## config.mk

```make
export PLATFORM = sky130hd
export DESIGN_NAME = ebcs_bus_signaling
export DESIGN_NICKNAME = d
export VERILOG_FILES = /design/src/core/ebcs_pkg.sv /design/src/core/ebcs_bus_signaling.sv
export SDC_FILE = /design/constraint.sdc
export NUM_CORES = 1
export LEC_CHECK = 0
export BUFFER_PORTS_ARGS = -buffer_cell sky130_fd_sc_hd__clkbuf_2
export CAP_MARGIN = 10
export CORE_UTILIZATION = 52
export CTS_CLUSTER_DIAMETER = 80
export DETAILED_ROUTE_END_ITERATION = 8
export GPL_TIMING_DRIVEN = 0
export PLACE_DENSITY_LB_ADDON = 0.12
export SYNTH_ARGS = -nofsm -noshare
export SYNTH_HDL_FRONTEND = slang
export SYNTH_SLANG_ARGS = --single-unit
```

## constraint.sdc

```tcl
create_clock -name sys_clk -period 3.3 [get_ports sys_clk]
set_input_delay 0 -clock sys_clk [delete_from_list [all_inputs] [get_ports sys_clk]]
set_output_delay 0 -clock sys_clk [all_outputs]
set_load 0.05 [all_outputs]
```

## src/core/ebcs_pkg.sv

```systemverilog
// shared constants and types of the external bus cycle signalling block
package ebcs_pkg;

  // ----------------------------------------------------------------
  // bus cycle status codes
  // ----------------------------------------------------------------
  localparam logic [2:0] ST_INT_ACK   = 3'h0;
  localparam logic [2:0] ST_IO_READ   = 3'h1;
  localparam logic [2:0] ST_IO_WRITE  = 3'h2;
  localparam logic [2:0] ST_HALT      = 3'h3;
  localparam logic [2:0] ST_FETCH     = 3'h4;
  localparam logic [2:0] ST_MEM_READ  = 3'h5;
  localparam logic [2:0] ST_MEM_WRITE = 3'h6;
  localparam logic [2:0] ST_PASSIVE   = 3'h7;

  // ----------------------------------------------------------------
  // upper memory window
  // ----------------------------------------------------------------
  localparam logic [19:0] UCS_RESET_START = 20'hF0000;
  localparam logic [19:0] UCS_MIN_START   = 20'h80000;
  localparam logic [19:0] RESET_ENTRY     = 20'hFFFF0;

  // ----------------------------------------------------------------
  // bus phase sequencer
  // ----------------------------------------------------------------
  typedef enum logic [2:0] {
    PH_IDLE  = 3'b000,
    PH_T1    = 3'b001,
    PH_T2    = 3'b010,
    PH_T3    = 3'b011,
    PH_TW    = 3'b100,
    PH_T4    = 3'b101,
    PH_HOLD  = 3'b110,
    PH_FLOAT = 3'b111
  } ebcs_phase_e;

endpackage

```

## src/core/ebcs_bus_signaling.sv

```systemverilog
// bus cycle sequencer with status, strobes, chip select and strap capture
`timescale 1ns/1ps
`default_nettype none

// How it works
// - status pins carry the 3-bit cycle code; 111 means passive
// - status pins float in bus hold
// - dma flag high in phases two to four of dma cycles
// - dma flag floats in bus hold and during reset
// - lock output low only in first phase of a locked cycle
// - half clock strap low at reset release selects pll bypass, clock/2
// - sync ready marks cycle completion; low leaves it to async ready
// - upper select for the programmable top block, up to 512 Kbytes, high in hold
// - after reset the upper block is F0000h to FFFFFh
// - both emulation straps low at reset release floats all pins
// - emulation strap 1 pullup only during reset; pin kept in hold
// - upper zero flag low for whole cycle when top address nibble is zero
// - write upper byte is upper enable ORed with write strobe
// - write lower byte is address bit 0 ORed with write strobe
// - 8-bit variant byte write strobe on every write, early timing
// - write strobe low for writes; floats in hold or reset
module ebcs_bus_signaling
  import ebcs_pkg::*;
#(
  parameter bit DATA16 = 1'b1
) (
  input  wire logic        sys_clk,
  input  wire logic        srst,
  input  wire logic        reset_pin_n,
  input  wire logic        half_clock_strap,
  input  wire logic        emulation_strap_1,
  input  wire logic        emulation_strap_0,
  input  wire logic        hold_req,
  input  wire logic        async_ready_in,
  input  wire logic        sync_ready_in,
  input  wire logic        req_valid,
  input  wire logic [2:0]  req_type,
  input  wire logic [19:0] req_addr,
  input  wire logic        req_dma,
  input  wire logic        req_lock,
  input  wire logic        req_upper_byte_n,
  input  wire logic        ucs_load,
  input  wire logic [19:0] ucs_load_start,
  output logic             req_taken,
  output logic             cycle_done,
  output logic             hold_ack,
  output logic [2:0]       bus_cycle_status,
  output logic             bus_cycle_status_oe_n,
  output logic             dma_cycle_flag,
  output logic             dma_cycle_flag_oe_n,
  output logic             bus_lock_out_n,
  output logic             bus_lock_out_oe_n,
  output logic             upper_mem_select_n,
  output logic             upper_mem_select_oe_n,
  output logic             top_nibble_zero_flag_n,
  output logic             top_nibble_zero_flag_oe_n,
  output logic             write_strobe_out_n,
  output logic             write_strobe_out_oe_n,
  output logic             write_upper_byte_n,
  output logic             write_upper_byte_oe_n,
  output logic             write_lower_byte_n,
  output logic             write_lower_byte_oe_n,
  output logic             byte_write_strobe_n,
  output logic             byte_write_strobe_oe_n,
  output logic             strap1_pullup_en,
  output logic             pll_bypass,
  output logic             all_pins_float_mode
);

  // ----------------------------------------------------------------
  // pin synchronisers
  // ----------------------------------------------------------------
  logic [1:0] rst_pin_sync_reg;
  logic [1:0] clk2_sync_reg;
  logic [1:0] emu1_sync_reg;
  logic [1:0] emu0_sync_reg;
  logic [1:0] hold_sync_reg;
  logic [1:0] ardy_sync_reg;
  logic       rst_pin_prev_reg;

  always_ff @(posedge sys_clk)
  begin
    rst_pin_sync_reg <= {rst_pin_sync_reg[0], reset_pin_n};
    clk2_sync_reg    <= {clk2_sync_reg[0], half_clock_strap};
    emu1_sync_reg    <= {emu1_sync_reg[0], emulation_strap_1};
    emu0_sync_reg    <= {emu0_sync_reg[0], emulation_strap_0};
    hold_sync_reg    <= {hold_sync_reg[0], hold_req};
    ardy_sync_reg    <= {ardy_sync_reg[0], async_ready_in};
    rst_pin_prev_reg <= rst_pin_sync_reg[1];
  end

  // ----------------------------------------------------------------
  // reset view and strap capture
  // ----------------------------------------------------------------
  wire in_reset   = srst | ~rst_pin_sync_reg[1];
  wire rst_rise   = rst_pin_sync_reg[1] & ~rst_pin_prev_reg;
  wire hold_s     = hold_sync_reg[1];
  wire ready_any  = sync_ready_in | ardy_sync_reg[1];

  logic pll_bypass_reg;
  logic float_mode_reg;

  always_ff @(posedge sys_clk)
  begin
    if (srst)
    begin
      pll_bypass_reg <= 1'b0;
      float_mode_reg <= 1'b0;
    end
    else if (rst_rise)
    begin
      pll_bypass_reg <= ~clk2_sync_reg[1];
      float_mode_reg <= ~emu1_sync_reg[1] & ~emu0_sync_reg[1];
    end
  end

  // ----------------------------------------------------------------
  // upper block start address
  // ----------------------------------------------------------------
  logic [19:0] ucs_start_reg;
  wire         ucs_load_ok = ucs_load & (ucs_load_start >= UCS_MIN_START);

  always_ff @(posedge sys_clk)
  begin
    if (in_reset)
      ucs_start_reg <= UCS_RESET_START;
    else if (ucs_load_ok)
      ucs_start_reg <= ucs_load_start;
  end

  // ----------------------------------------------------------------
  // cycle sequencer
  // ----------------------------------------------------------------
  ebcs_phase_e state_reg;
  ebcs_phase_e state_next;
  logic [2:0]  cyc_type_reg;
  logic [19:0] cyc_addr_reg;
  logic        cyc_dma_reg;
  logic        cyc_lock_reg;
  logic        cyc_ube_n_reg;

  wire take = (state_reg == PH_IDLE) & req_valid & ~hold_s & ~float_mode_reg;

  always_comb
  begin
    state_next = state_reg;
    unique case (state_reg)
      PH_IDLE:
        if (float_mode_reg)
          state_next = PH_FLOAT;
        else if (hold_s)
          state_next = PH_HOLD;
        else if (req_valid)
          state_next = PH_T1;
      PH_T1:    state_next = PH_T2;
      PH_T2:    state_next = PH_T3;
      PH_T3:    state_next = ready_any ? PH_T4 : PH_TW;
      PH_TW:    state_next = ready_any ? PH_T4 : PH_TW;
      PH_T4:    state_next = PH_IDLE;
      PH_HOLD:  state_next = hold_s ? PH_HOLD : PH_IDLE;
      PH_FLOAT: state_next = PH_FLOAT;
    endcase
  end

  always_ff @(posedge sys_clk)
  begin
    if (in_reset)
      state_reg <= PH_IDLE;
    else
      state_reg <= state_next;
  end

  always_ff @(posedge sys_clk)
  begin
    if (take)
    begin
      cyc_type_reg  <= req_type;
      cyc_addr_reg  <= req_addr;
      cyc_dma_reg   <= req_dma;
      cyc_lock_reg  <= req_lock;
      cyc_ube_n_reg <= req_upper_byte_n;
    end
  end

  // ----------------------------------------------------------------
  // pin value decode
  // ----------------------------------------------------------------
  wire in_cycle  = (state_reg == PH_T1) | (state_reg == PH_T2) | (state_reg == PH_T3)
                 | (state_reg == PH_TW) | (state_reg == PH_T4);
  wire late_ph   = (state_reg == PH_T2) | (state_reg == PH_T3) | (state_reg == PH_TW);
  wire is_hold   = state_reg == PH_HOLD;
  wire is_float  = float_mode_reg;
  wire is_write  = (cyc_type_reg == ST_IO_WRITE) | (cyc_type_reg == ST_MEM_WRITE);
  wire is_mem    = cyc_type_reg[2] & (cyc_type_reg != ST_PASSIVE);
  wire in_upper  = cyc_addr_reg >= ucs_start_reg;

  wire [2:0] status_next = (in_cycle & (state_reg != PH_T4)) ? cyc_type_reg
                                                              : ST_PASSIVE;
  wire dma_next   = (late_ph | (state_reg == PH_T4)) & cyc_dma_reg;
  wire lock_next  = ~((state_reg == PH_T1) & cyc_lock_reg);
  wire ucs_next   = ~(in_cycle & is_mem & in_upper) | is_hold;
  wire uzi_next   = ~(in_cycle & (cyc_addr_reg[19:16] == 4'h0));
  wire wr_next    = ~(late_ph & is_write);
  wire whb_next   = cyc_ube_n_reg | wr_next;
  wire wlb_next   = cyc_addr_reg[0] | wr_next;
  wire wb_next    = ~((state_reg != PH_T4) & in_cycle & is_write);

  wire float_status = is_hold | in_reset | is_float;
  wire float_dma    = is_hold | in_reset | is_float;
  wire float_wr     = is_hold | in_reset | is_float;
  wire float_bytes  = in_reset | is_float;

  // ----------------------------------------------------------------
  // output flops
  // ----------------------------------------------------------------
  logic [2:0] status_reg;
  logic       status_oe_n_reg;
  logic       dma_reg;
  logic       dma_oe_n_reg;
  logic       lock_n_reg;
  logic       ucs_n_reg;
  logic       uzi_n_reg;
  logic       wr_n_reg;
  logic       wr_oe_n_reg;
  logic       whb_n_reg;
  logic       wlb_n_reg;
  logic       wb_n_reg;
  logic       bytes_oe_n_reg;
  logic       pins_oe_n_reg;
  logic       pullup_reg;
  logic       taken_reg;
  logic       done_reg;
  logic       hold_ack_reg;

  always_ff @(posedge sys_clk)
  begin
    if (srst)
    begin
      status_reg      <= ST_PASSIVE;
      status_oe_n_reg <= 1'b1;
      dma_reg         <= 1'b0;
      dma_oe_n_reg    <= 1'b1;
      lock_n_reg      <= 1'b1;
      ucs_n_reg       <= 1'b1;
      uzi_n_reg       <= 1'b1;
      wr_n_reg        <= 1'b1;
      wr_oe_n_reg     <= 1'b1;
      whb_n_reg       <= 1'b1;
      wlb_n_reg       <= 1'b1;
      wb_n_reg        <= 1'b1;
      bytes_oe_n_reg  <= 1'b1;
      pins_oe_n_reg   <= 1'b0;
      pullup_reg      <= 1'b1;
      taken_reg       <= 1'b0;
      done_reg        <= 1'b0;
      hold_ack_reg    <= 1'b0;
    end
    else
    begin
      status_reg      <= status_next;
      status_oe_n_reg <= float_status;
      dma_reg         <= dma_next;
      dma_oe_n_reg    <= float_dma;
      lock_n_reg      <= lock_next;
      ucs_n_reg       <= ucs_next;
      uzi_n_reg       <= uzi_next;
      wr_n_reg        <= wr_next;
      wr_oe_n_reg     <= float_wr;
      whb_n_reg       <= whb_next;
      wlb_n_reg       <= wlb_next;
      wb_n_reg        <= wb_next;
      bytes_oe_n_reg  <= float_bytes;
      pins_oe_n_reg   <= is_float;
      pullup_reg      <= in_reset;
      taken_reg       <= take & ~in_reset;
      done_reg        <= (state_reg == PH_T4) & ~in_reset;
      hold_ack_reg    <= is_hold & ~in_reset;
    end
  end

  // ----------------------------------------------------------------
  // port drive
  // ----------------------------------------------------------------
  assign req_taken                 = taken_reg;
  assign cycle_done                = done_reg;
  assign hold_ack                  = hold_ack_reg;
  assign bus_cycle_status          = status_reg;
  assign bus_cycle_status_oe_n     = status_oe_n_reg;
  assign dma_cycle_flag            = dma_reg;
  assign dma_cycle_flag_oe_n       = dma_oe_n_reg;
  assign bus_lock_out_n            = lock_n_reg;
  assign bus_lock_out_oe_n         = pins_oe_n_reg;
  assign upper_mem_select_n        = ucs_n_reg;
  assign upper_mem_select_oe_n     = pins_oe_n_reg;
  assign top_nibble_zero_flag_n    = uzi_n_reg;
  assign top_nibble_zero_flag_oe_n = pins_oe_n_reg;
  assign write_strobe_out_n        = wr_n_reg;
  assign write_strobe_out_oe_n     = wr_oe_n_reg;
  assign write_upper_byte_n        = DATA16 ? whb_n_reg : 1'b1;
  assign write_upper_byte_oe_n     = DATA16 ? bytes_oe_n_reg : 1'b1;
  assign write_lower_byte_n        = DATA16 ? wlb_n_reg : 1'b1;
  assign write_lower_byte_oe_n     = DATA16 ? bytes_oe_n_reg : 1'b1;
  assign byte_write_strobe_n       = DATA16 ? 1'b1 : wb_n_reg;
  assign byte_write_strobe_oe_n    = DATA16 ? 1'b1 : bytes_oe_n_reg;
  assign strap1_pullup_en          = pullup_reg;
  assign pll_bypass                = pll_bypass_reg;
  assign all_pins_float_mode       = float_mode_reg;

  // ----------------------------------------------------------------
  // checks
  // ----------------------------------------------------------------
  a_status_code: assert property (
    @(posedge sys_clk) disable iff (srst)
    (state_reg == PH_T1) && !in_reset |=> ##1 bus_cycle_status == cyc_type_reg)
    else $error("status code differs from cycle type");

  a_status_hold: assert property (
    @(posedge sys_clk) disable iff (srst)
    is_hold |=> bus_cycle_status_oe_n)
    else $error("status driven in bus hold");

  a_dma_phase: assert property (
    @(posedge sys_clk) disable iff (srst)
    (state_reg == PH_T1) && cyc_dma_reg && !in_reset
    |=> ##2 dma_cycle_flag[*2])
    else $error("dma flag missing in late phases");

  a_dma_float: assert property (
    @(posedge sys_clk) disable iff (srst)
    in_reset |=> dma_cycle_flag_oe_n)
    else $error("dma flag driven in reset");

  a_lock_first: assert property (
    @(posedge sys_clk) disable iff (srst)
    !bus_lock_out_n |-> $past(state_reg) == PH_T1)
    else $error("lock low outside first phase");

  a_ucs_hold: assert property (
    @(posedge sys_clk) disable iff (srst)
    is_hold |=> upper_mem_select_n)
    else $error("upper select low in hold");

  a_ucs_reset: assert property (
    @(posedge sys_clk) disable iff (srst)
    in_reset |=> (ucs_start_reg == UCS_RESET_START) && (RESET_ENTRY >= ucs_start_reg))
    else $error("upper block not reset to top 64K");

  a_uzi_cycle: assert property (
    @(posedge sys_clk) disable iff (srst)
    (state_reg == PH_T1) && (cyc_addr_reg[19:16] == 4'h0) && !in_reset
    |=> ##1 !top_nibble_zero_flag_n[*3])
    else $error("upper zero flag not held");

  a_whb_or: assert property (
    @(posedge sys_clk) disable iff (srst)
    DATA16 && !write_upper_byte_n |-> !write_strobe_out_n)
    else $error("upper byte write without write strobe");

  a_wr_float: assert property (
    @(posedge sys_clk) disable iff (srst)
    (in_reset || is_hold) |=> write_strobe_out_oe_n)
    else $error("write strobe driven in hold or reset");

  a_wait_state: assert property (
    @(posedge sys_clk) disable iff (srst)
    (state_reg == PH_T3) && !ready_any && !in_reset |=> state_reg == PH_TW)
    else $error("no wait state while not ready");

endmodule // ebcs_bus_signaling

`default_nettype wire

```

* Yosys cells after proc, flatten, opt, wreduce, memory -nomap -nowiden
Cells that the tools add are included.
Widths: inputs -> output; s select.
** Cells by class
- $add $sub $neg :: 0
- $mul :: 0
- Div/mod/pow operators :: 0
- Magnitude comparators :: 2
- Equality and inequality tests :: 12
- Shifts and indexed selects :: 0
- Multiplexer cells :: 6
- Bitwise logic cells :: 46
- Reduce and logical (&&, ||, !) cells :: 4
** Operators by type and width (count)
- $pmux 3 s7 :: 1
- $ge 20x20->1 :: 1
- $ge 20x20->1 const B :: 1
- $and 1x1->1 :: 17
- $or 1x1->1 :: 16
- $eq 3x3->1 const B :: 5
- $not 1->1 :: 13
- $mux 3 :: 4
- $eq 3x2->1 const B :: 3
- $ne 3x3->1 const B :: 2
- $logic_not 4->1 :: 1
- $ne 4x4->1 const B :: 1
- $reduce_or 2->1 :: 2
- $eq 3x1->1 const B :: 1
- $logic_not 3->1 :: 1
- $mux 1 :: 1
** Word-level totals
- Register bits :: 81
- Latch bits :: 0
- Bits in writable memories :: 0
- Memory bits (read-only) :: 0
- Input bits :: 57
- Output and inout bits :: 26
- Word-level logic and storage cells :: 101
- Memories kept :: 0

* Longest topological paths before layout
Gate-level depths: netlist of run 1.
- Word-level depth :: 9
- Gate-level depth with buffers :: 7
- Gate-level depth less buffers :: 7

* Worst setup path after synthesis of run 1
Ideal clock, no wire load.
- Path type :: reg2reg
- Start :: reg state_reg[2]
- End :: reg cyc_addr_reg[0], enable pin
- Setup time :: 0.442 ns
- Data arrival time :: 2.557 ns
- Required time :: 2.858 ns
- Slack :: 0.302 ns
- Stages on the path, launching flop included :: 3
- Buffers on the path :: 0
- Period minus slack after synthesis :: 2.998 ns
- Path through :: dfxtp_1 > or3_4 > nor3_1
** On the way
- Longest elaborated chain between the ends :: 4
** RTL lines
- from (decl) :: line ebcs_bus_signaling.sv:134 : ebcs_phase_e state_reg;
- from (signal assigned) :: line ebcs_bus_signaling.sv:170 : state_reg <= state_next;
- $logic_not 3->1 :: line ebcs_bus_signaling.sv:142 : wire take = (state_reg == PH_IDLE) & req_valid & ~hold_s & ~float_mode_reg;
- $and 1x1->1 (3 in a row) :: line ebcs_bus_signaling.sv:142
- named net take :: line ebcs_bus_signaling.sv:142
- to (signal assigned) :: line ebcs_bus_signaling.sv:178 : cyc_addr_reg <= req_addr;
- to (decl) :: line ebcs_bus_signaling.sv:137 : logic [19:0] cyc_addr_reg;
The timed path passes the listed nets, and every way through them passes these cells.
A chain may end at the register's enable or synchronous reset.

* Worst setup path in the final report of run 1
- Start :: reg state_reg[1]
- End :: reg cyc_addr_reg[1], enable pin
Same word-level chain as after synthesis.

==> results.md, run 1 <==
- Clock-pin slew was measured on the worst setup and hold paths at 0.08 ns.
- The share of total power dissipated in combinational logic is 0.126.
- The beginning of the worst hold path is ucs_load_start[19].
- The number of failing hold endpoints at the final stage came to 0.
- The number of hold-repair buffers added at the cts stage is 53.
- Sorting the synthesized cells by area gives the leading types as dfxtp_1, edfxtp_1, ha_1.
- By area, the combinational part of the netlist is dominated by simple AND/OR/NAND/NOR gates.
- For this run, the post-layout net count is 507.
- For the worst setup path, the data arrival time is 1.80 ns.
- The number of gates resized after CTS was 0.
- The initial core utilization is 0.548.
- The critical path's largest stage delay is 0.44 ns.
- Of the total synthesized cell area, the portion taken by XOR and XNOR cells is 0.00285.
- The number of I/O pins is 83.
- The floorplan step set the die width to 78.9 µm.
- The portion of synthesized cell area occupied by the leading cell type is 0.358.
- The worst setup slack after placement is 1.58 ns.
- The biggest area consumer among synthesized cells is dfxtp_1.
- The clock drives 81 sinks.
- The H-tree was split into 3 levels.
- The leakage power is 1.84 nW.
- Buffers added to address setup during post-CTS repair amount to 0.
- The half-perimeter wire length after placement is 4.18 mm.
- The adder-cell area share of the yosys netlist is 0.0814.
- Based on the critical path, the design can be clocked at up to 574 MHz.
- Wires add up to 6.43 mm.
- The total congestion overflow is 0.
- The number of antenna violations at the first check in global routing is 0.
- The most critical setup path has its startpoint at state_reg[1]$_SDFFE_PP0P_.
- Hold is met by 0.0684 ns.
- The congestion estimate from routability-driven global placement came to 0.767.
- In the global route stage, overall resource usage came out at 0.227.
- The actual transition at the worst max-transition pin is 0.500 ns.
- The type of element launching the critical path is a flip-flop.
- In this run the remaining antenna-violating nets after routing total 0.
- Entering global routing, the biggest net connects 16 pins.
- The post-synthesis async set-or-reset flop share is 0.
- The largest fanout on the critical path is 12.
- In the final routed layout, each cell accounts on average for 12.7 µm.
- The synthesized netlist contains 44 unique library cells.
- In this run the worst hold path is classified as input port to flip-flop.
- The completed layout was analyzed and its total power is 2.04 mW.
- Among all flip-flop cells after synthesis, the most frequent one is dfxtp_1.
- The clock tree from TritonCTS is built.
- The first-pass iteration count of the detailed router is 4.
- For this run, the number of Yosys warnings is 0.
- The clock latency on the worst-skew pair is 0.35 ns.
- The share of total power dissipated in the clock network is 0.342.
- The DRC violation count after routing is 0.
- The worst setup path is of the flip-flop to flip-flop kind.
- Together, buffers and inverters on the worst path number 1.
- The area overhead of the layout relative to synthesis is 40.6%.
- Across the VDD grid, the largest voltage drop is 0.381 mV.
- The violation count after the first detailed-routing iteration is 102.
- For flop-to-flop paths, the worst setup slack is 1.56 ns.
- The cell family contributing the most delay on the critical path is simple AND/OR/NAND/NOR gates.
- The setup clock skew after layout is 0.00697 ns.
- Measured along the y axis, the die boundary spans 78.9 µm.
- The repair_antennas step left the layout with diodes totalling 0.
- The via density per instance is 4.81.
- The worst register-to-register path begins at state_reg[1]$_SDFFE_PP0P_.
- The number of global-route vias before repair is 2421.
- The clock buffer count from CTS is 9.
- The area fraction in compound gates after synthesis is 0.0899.
- The number of storage elements in the synthesis netlist is 81.
- The via total after detailed routing is 2441.
- The total negative slack is 0 ns.
- The switching power summed over all nets is 0.526 mW.
- The simple-gate share of the synthesized area is 0.143.
- The netlist area before placement is 3070 µm².
- The count of pins over their slew limit is 0.
- The tool flagged a number of max-cap violations equal to 0.
- Internal power comes to 1.52 mW.
- The final count of negative-setup-slack endpoints is 0.
- In this run the standard cell core region covers 5610 µm².
- The nature of the critical path endpoint is a flip-flop.
- The first global-routing pass estimated 10.5 mm of wire.
- The max-slew headroom at the worst pin is 0.665.
- Walking the worst path, the cells encountered are or3_4 -> nor3_2 -> buf_6.
- The clock passes through at most 2 buffers.
- The die covers 6220 µm².
- The worst-path cell with the longest stage delay is nor3_2.
- The data required time of the critical path is 3.36 ns.
- The run finished with clean final reports.
- Port buffering added 80 buffers.
- The share of the Yosys chip area taken by registers is 0.612.
- The portion of total power attributed to sequential cells is 0.532.
- The synthesized area per cell is 10.9 µm².
- Across all setup checks in the final design, the least slack found is 1.56 ns.
- Setup repair after global routing left no endpoint under its margin.
- In this run the clock root is driven by a clkbuf_8.
- In the finished design, the share of the clock period the worst path needs comes to 0.528.
- The ratio of cells with drive above 1 in the final layout is 0.274.
- In this run the power density over the cells is 473 nW/µm².
- The synthesized design contains 26 enable-type register cells.
- The worst path needs 1.74 ns of the cycle, external delays included.
- In this run the core area contains 27 standard-cell rows.
- The switching part of the total is 0.257.
- The multiplexer area fraction after synthesis is 0.00692.
- The gate count of the mapped netlist is 283.
==> cell usage after synthesis (2+ instances only) <==
library cell  number
a21oi_1           24
nor3_1             2
nor2_1            16
or3_1              3
nor4_1             3
buf_4              8
o21ai_0            5
o21ai_1            4
nand2_1           49
buf_2              3
nand3_1            4
a211oi_1           3
ha_1              20
o211ai_1           3
buf_6              2
clkbuf_1           3
edfxtp_1          26
nand4_1            2
inv_1             21
nor2b_1            4
dfxtp_1           55
==> power by group through the flow <==
stage	Sequential, mW	Clock, mW	Combinational, mW
after floorplan	1.13	0	0.108
after global placement	1.11	0	0.196
after detailed placement	1.11	0	0.207
after CTS	1.09	0.713	0.256
after global routing	1.09	0.760	0.282
final	1.09	0.698	0.258
==> per-layer routing <==
layer  routed length (µm)  global-route usage  part of all wire  vias up
li1                     -                   -                 -     1246
met2                 3210               0.397              0.50       71
met3                  269              0.0529             0.042       18
met4                  157               0.124             0.024        0
met5                    0                   0                 0        -
met1                 2800               0.256              0.43     1106
==> stage by stage <==
stage                     area, µm²  utilization  instances
after floorplan                3080            -        284
after global placement         3570        0.636        436
after detailed placement       3600        0.641        438
after CTS                      4320        0.771        507
after global routing           4320        0.771        507
final                          4320        0.771        507
==> worst paths after layout <==
kind	end	cells past startpoint
worst min-delay path	ucs_start_reg[1]$_SDFFE_PP0P_	4
worst max-delay path	cyc_addr_reg[1]$_DFFE_PP_	3
worst max register to register	cyc_addr_reg[1]$_DFFE_PP_	3
worst min register to register	emu0_sync_reg[1]$_DFF_P_	0
==> layout make-up <==
| cell class | count | area, µm² |
|---|---|---|
| flip-flops and latches | 81 | 1880 |
| fillers | 422 | 1290 |
| multi-input cells | 165 | 1010 |
| repair buffers | 135 | 953 |
| clock buffers | 10 | 149 |
| plain buffers | 16 | 109 |
| well taps | 72 | 90.1 |
| inverters | 22 | 82.6 |
| clock inverters | 6 | 46.3 |
==> logic make-up after synthesis <==
group	Yosys count
mux	2
fa+ha+maj	20
other cells	1
compound gates	46
flops	81
simple gates	94
buf+inv	38
xor+xnor	1
==> worst min-delay path, stage by stage <==
cell and delay [ns]:
clkbuf_2 0.09, and2_1 0.16, nand2_1 0.07, a21oi_1 0.05
==> layout by cell type, fill, tap and decap left out, types with 2 or more instances in the layout <==
cell type and count:
ha_1 20, clkinv_4 2, buf_2 3, or3_1 3, nand2_1 49, dlygate4sd3_1 53, dfxtp_1 55, clkbuf_8 9
o21ai_1 4, o21ai_0 5, buf_4 8, nor4_1 3, conb_1 2, nand3_1 4, edfxtp_1 26, inv_1 21
nor2b_1 4, a21oi_1 24, clkbuf_2 80, inv_6 2, nand4_1 2, clkbuf_1 3, nor2_1 16, buf_6 4
o211ai_1 3, a211oi_1 3
No activity file was read; power rests on OpenSTA's default activity.
==> run 2: changes to the inputs <==
CORE_UTILIZATION = 47   (was 52)
clock period = 1.47 ns   (was 3.3 ns; I/O delays follow)
==> results.md, run 2 (synthesis results as in run 1) <==
- The critical path's largest stage delay is 0.43 ns (about the same).
- The critical path in this run is classified as flip-flop to flip-flop.
- The CTS clock-pin slew for the worst setup and hold paths is 0.08 ns (about the same).
- The clock buffer count from CTS is 9 (unchanged).
- The half-perimeter wire length after placement came to 4.05 mm (-3.1%).
- The total core area is 6310 µm² (+13%).
- The setup slack of the critical path after layout came to 0.00948 ns (-1.55 ns).
- The maximum vdd ir drop was 0.610 mV (+60%).
- The maximum number of pins on one net before global-route repair came to 15 (-1).
- In the layout the commonest cells are clkbuf_2, dfxtp_1, dlygate4sd3_1, nand2_1, edfxtp_1.
- The worst setup path is captured at a flip-flop.
- The number of nets in the layout is 510 (+0.59%).
- Setup repair after global routing could not meet its margin everywhere.
- The flow ran to the end, and the final reports show no timing, DRC or antenna violations.
- The critical path goes through ha_4 -> a211oi_2 -> o21ai_1 -> a41oi_2 -> o21ai_2 -> a21oi_2.
- The via density per instance is 4.84 (+0.54%).
- The via total after detailed routing was 2493 (+2.1%).
- The DRC violation count after routing was 0 (unchanged).
- The clock latency on the worst-skew pair is 0.34 ns (about the same).
- The critical path data arrival time is 1.74 ns (-0.06 ns).
- The cell sitting at the root of the clock tree is a clkbuf_8.
- The number of failing hold endpoints at the final stage was 0 (unchanged).
- The cell class contributing the biggest share of worst-path delay is compound AO/OA/AOI/OAI gates.
- The total congestion overflow came to 0 (unchanged).
- The maximum clock frequency came to 685 MHz (+19%).
- The count of pins over their slew limit is 0 (unchanged).
- From synthesis to final layout, the design area changed by 46.2%.
- The wire length of the first global-routing pass is 11.2 mm (+7.4%).
- The worst-path cell with the longest stage delay is edfxtp_1.
- The placement row count is 29 (+7.4%).
- The type of element launching the critical path is a flip-flop.
- The final count of negative-setup-slack endpoints is 0 (unchanged).
- The power consumption is 4.77 mW (+130%).
- The first-pass iteration count of the detailed router is 4 (unchanged).
- The largest fanout on the critical path is 2 (-10).
- The overall die area is 6870 µm² (+10%).
- The count of maximum capacitance violations is 0 (unchanged).
- The number of antenna violations at the first check in global routing came to 0 (unchanged).
- The setup clock skew after layout came to 0.00663 ns (-0.000341 ns).
- The clock sink count came to 81 (unchanged).
- The part of the cycle the worst path needs came to 0.994 (+0.466).
- The overall global routing resource usage is 0.212 (-0.0148).
- The wire length reported by the detailed router is 6.83 mm (+6.3%).
- The horizontal die dimension was 82.9 µm (+5.1%).
- The number of global-route vias before repair is 2551 (+5.4%).
- The post-route cell area is 4500 µm² (+4.0%).
- The number of buffers between clock root and the deepest sink was 2 (unchanged).
- The fill cell instance count of the final layout was 489 (+16%).
- The count of port buffers added during placement is 80 (unchanged).
- TritonCTS built the clock tree.
- The number of I/O pins came to 83 (unchanged).
- The initial core utilization is 0.487 (-0.0613).
- The post-placement cell area is 3590 µm² (-0.28%).
- The ratio of cells with drive above 1 in the final layout is 0.317 (+0.0438).
- Leaving out fill and tap cells, the most frequent cell in the layout is clkbuf_2.
- The antenna diode count came to 0 (unchanged).
- The die span in y is 82.9 µm (+5.1%).
- The number of buffer and inverter stages on the critical path came to 0 (-1).
- The final core utilization is 0.712 (-0.0586).
- The power per cell area is 1060 nW/µm² (+120%).
- The violation count after the first detailed-routing iteration is 87 (-15%).
- The post-placement cell count came to 441 (+0.68%).
- The data required time of the critical path is 1.75 ns (-1.61 ns).
- The H-tree depth reported by CTS is 3 (unchanged).
- The final estimated routing congestion in global placement came to 0.729 (-4.9%).
- The classification of the worst-slack hold path is input port to flip-flop.
- The worst setup slack after placement is -0.695 ns (-2.27 ns).
- The routed wirelength normalized by instance count is 13.3 µm (+4.6%).
- The remaining antenna violation count came to 0 (unchanged).
- The leakage power was 1.88 nW (+2.1%).
- The non-filler instance count after layout came to 515 (+1.6%).
- The final critical delay including setup and external delays came to 1.46 ns (-0.280 ns).
[run 2: metrics by stage]
| step | TNS [ns] | hold slack, ns |
|---|---|---|
| 2_1_floorplan | -7.70 | 0.0277 |
| 3_3_place_gp | -17.24 | 0.102 |
| 3_5_place_dp | -18.31 | 0.104 |
| 4_1_cts | 0 | 0.0650 |
| 5_1_grt | -0.197 | 0.0782 |
| 6_report | 0 | 0.0892 |
[run 2: routing by layer]
| layer | track usage | part of all wire |
|---|---|---|
| met5 | 0 | 0 |
| met2 | 0.376 | 0.50 |
| met3 | 0.0427 | 0.040 |
| met1 | 0.234 | 0.42 |
| met4 | 0.125 | 0.034 |
[run 2: final timing paths]
kind | cells after the start | slack [ns] | endpoint | start
hold reg to reg | 0 | 0.33 | hold_sync_reg[1]$_DFF_P_ | hold_sync_reg[0]$_DFF_P_
hold / removal | 3 | 0.09 | state_reg[0]$_SDFFE_PP0P_ | sync_ready_in
setup reg to reg | 6 | 0.009 | upper_mem_select_n$_SDFF_PP1_ | cyc_addr_reg[2]$_DFFE_PP_
setup / recovery | 6 | 0.009 | upper_mem_select_n$_SDFF_PP1_ | cyc_addr_reg[2]$_DFFE_PP_
[run 2: where the power goes]
part / internal, mW / total [mW] / switching [mW]
Clock: 0.890 / 1.69 / 0.796
Combinational: 0.305 / 0.638 / 0.334
Sequential: 2.40 / 2.44 / 0.0409
[run 2: repair_timing]
action / 4_1_cts / 5_1_grt
hold buffers: 52 / 0
endpoints found under the setup margin: 27 / 27
cloned: 1 / 0
resized for setup: 10 / 10
endpoints found under the hold margin: 55 / 0
pin swaps: 3 / 9
buffers inserted: 4 / 1
[run 2: final cells by class]
type	instances	area, µm²	area share
Inverter	22	82.6	0.0184
Tap cell	77	96.3	0.0214
Timing Repair Buffer	137	987	0.220
Multi-Input combinational cell	166	1120	0.250
Buffer	16	109	0.0242
Clock inverter	6	61.3	0.0136
Clock buffer	10	149	0.0331
Sequential cell	81	1890	0.419
[run 2: worst min-delay path, stage by stage]
cell and delay (ns):
clkbuf_2 0.09, o21ai_0 0.21, a311oi_2 0.10
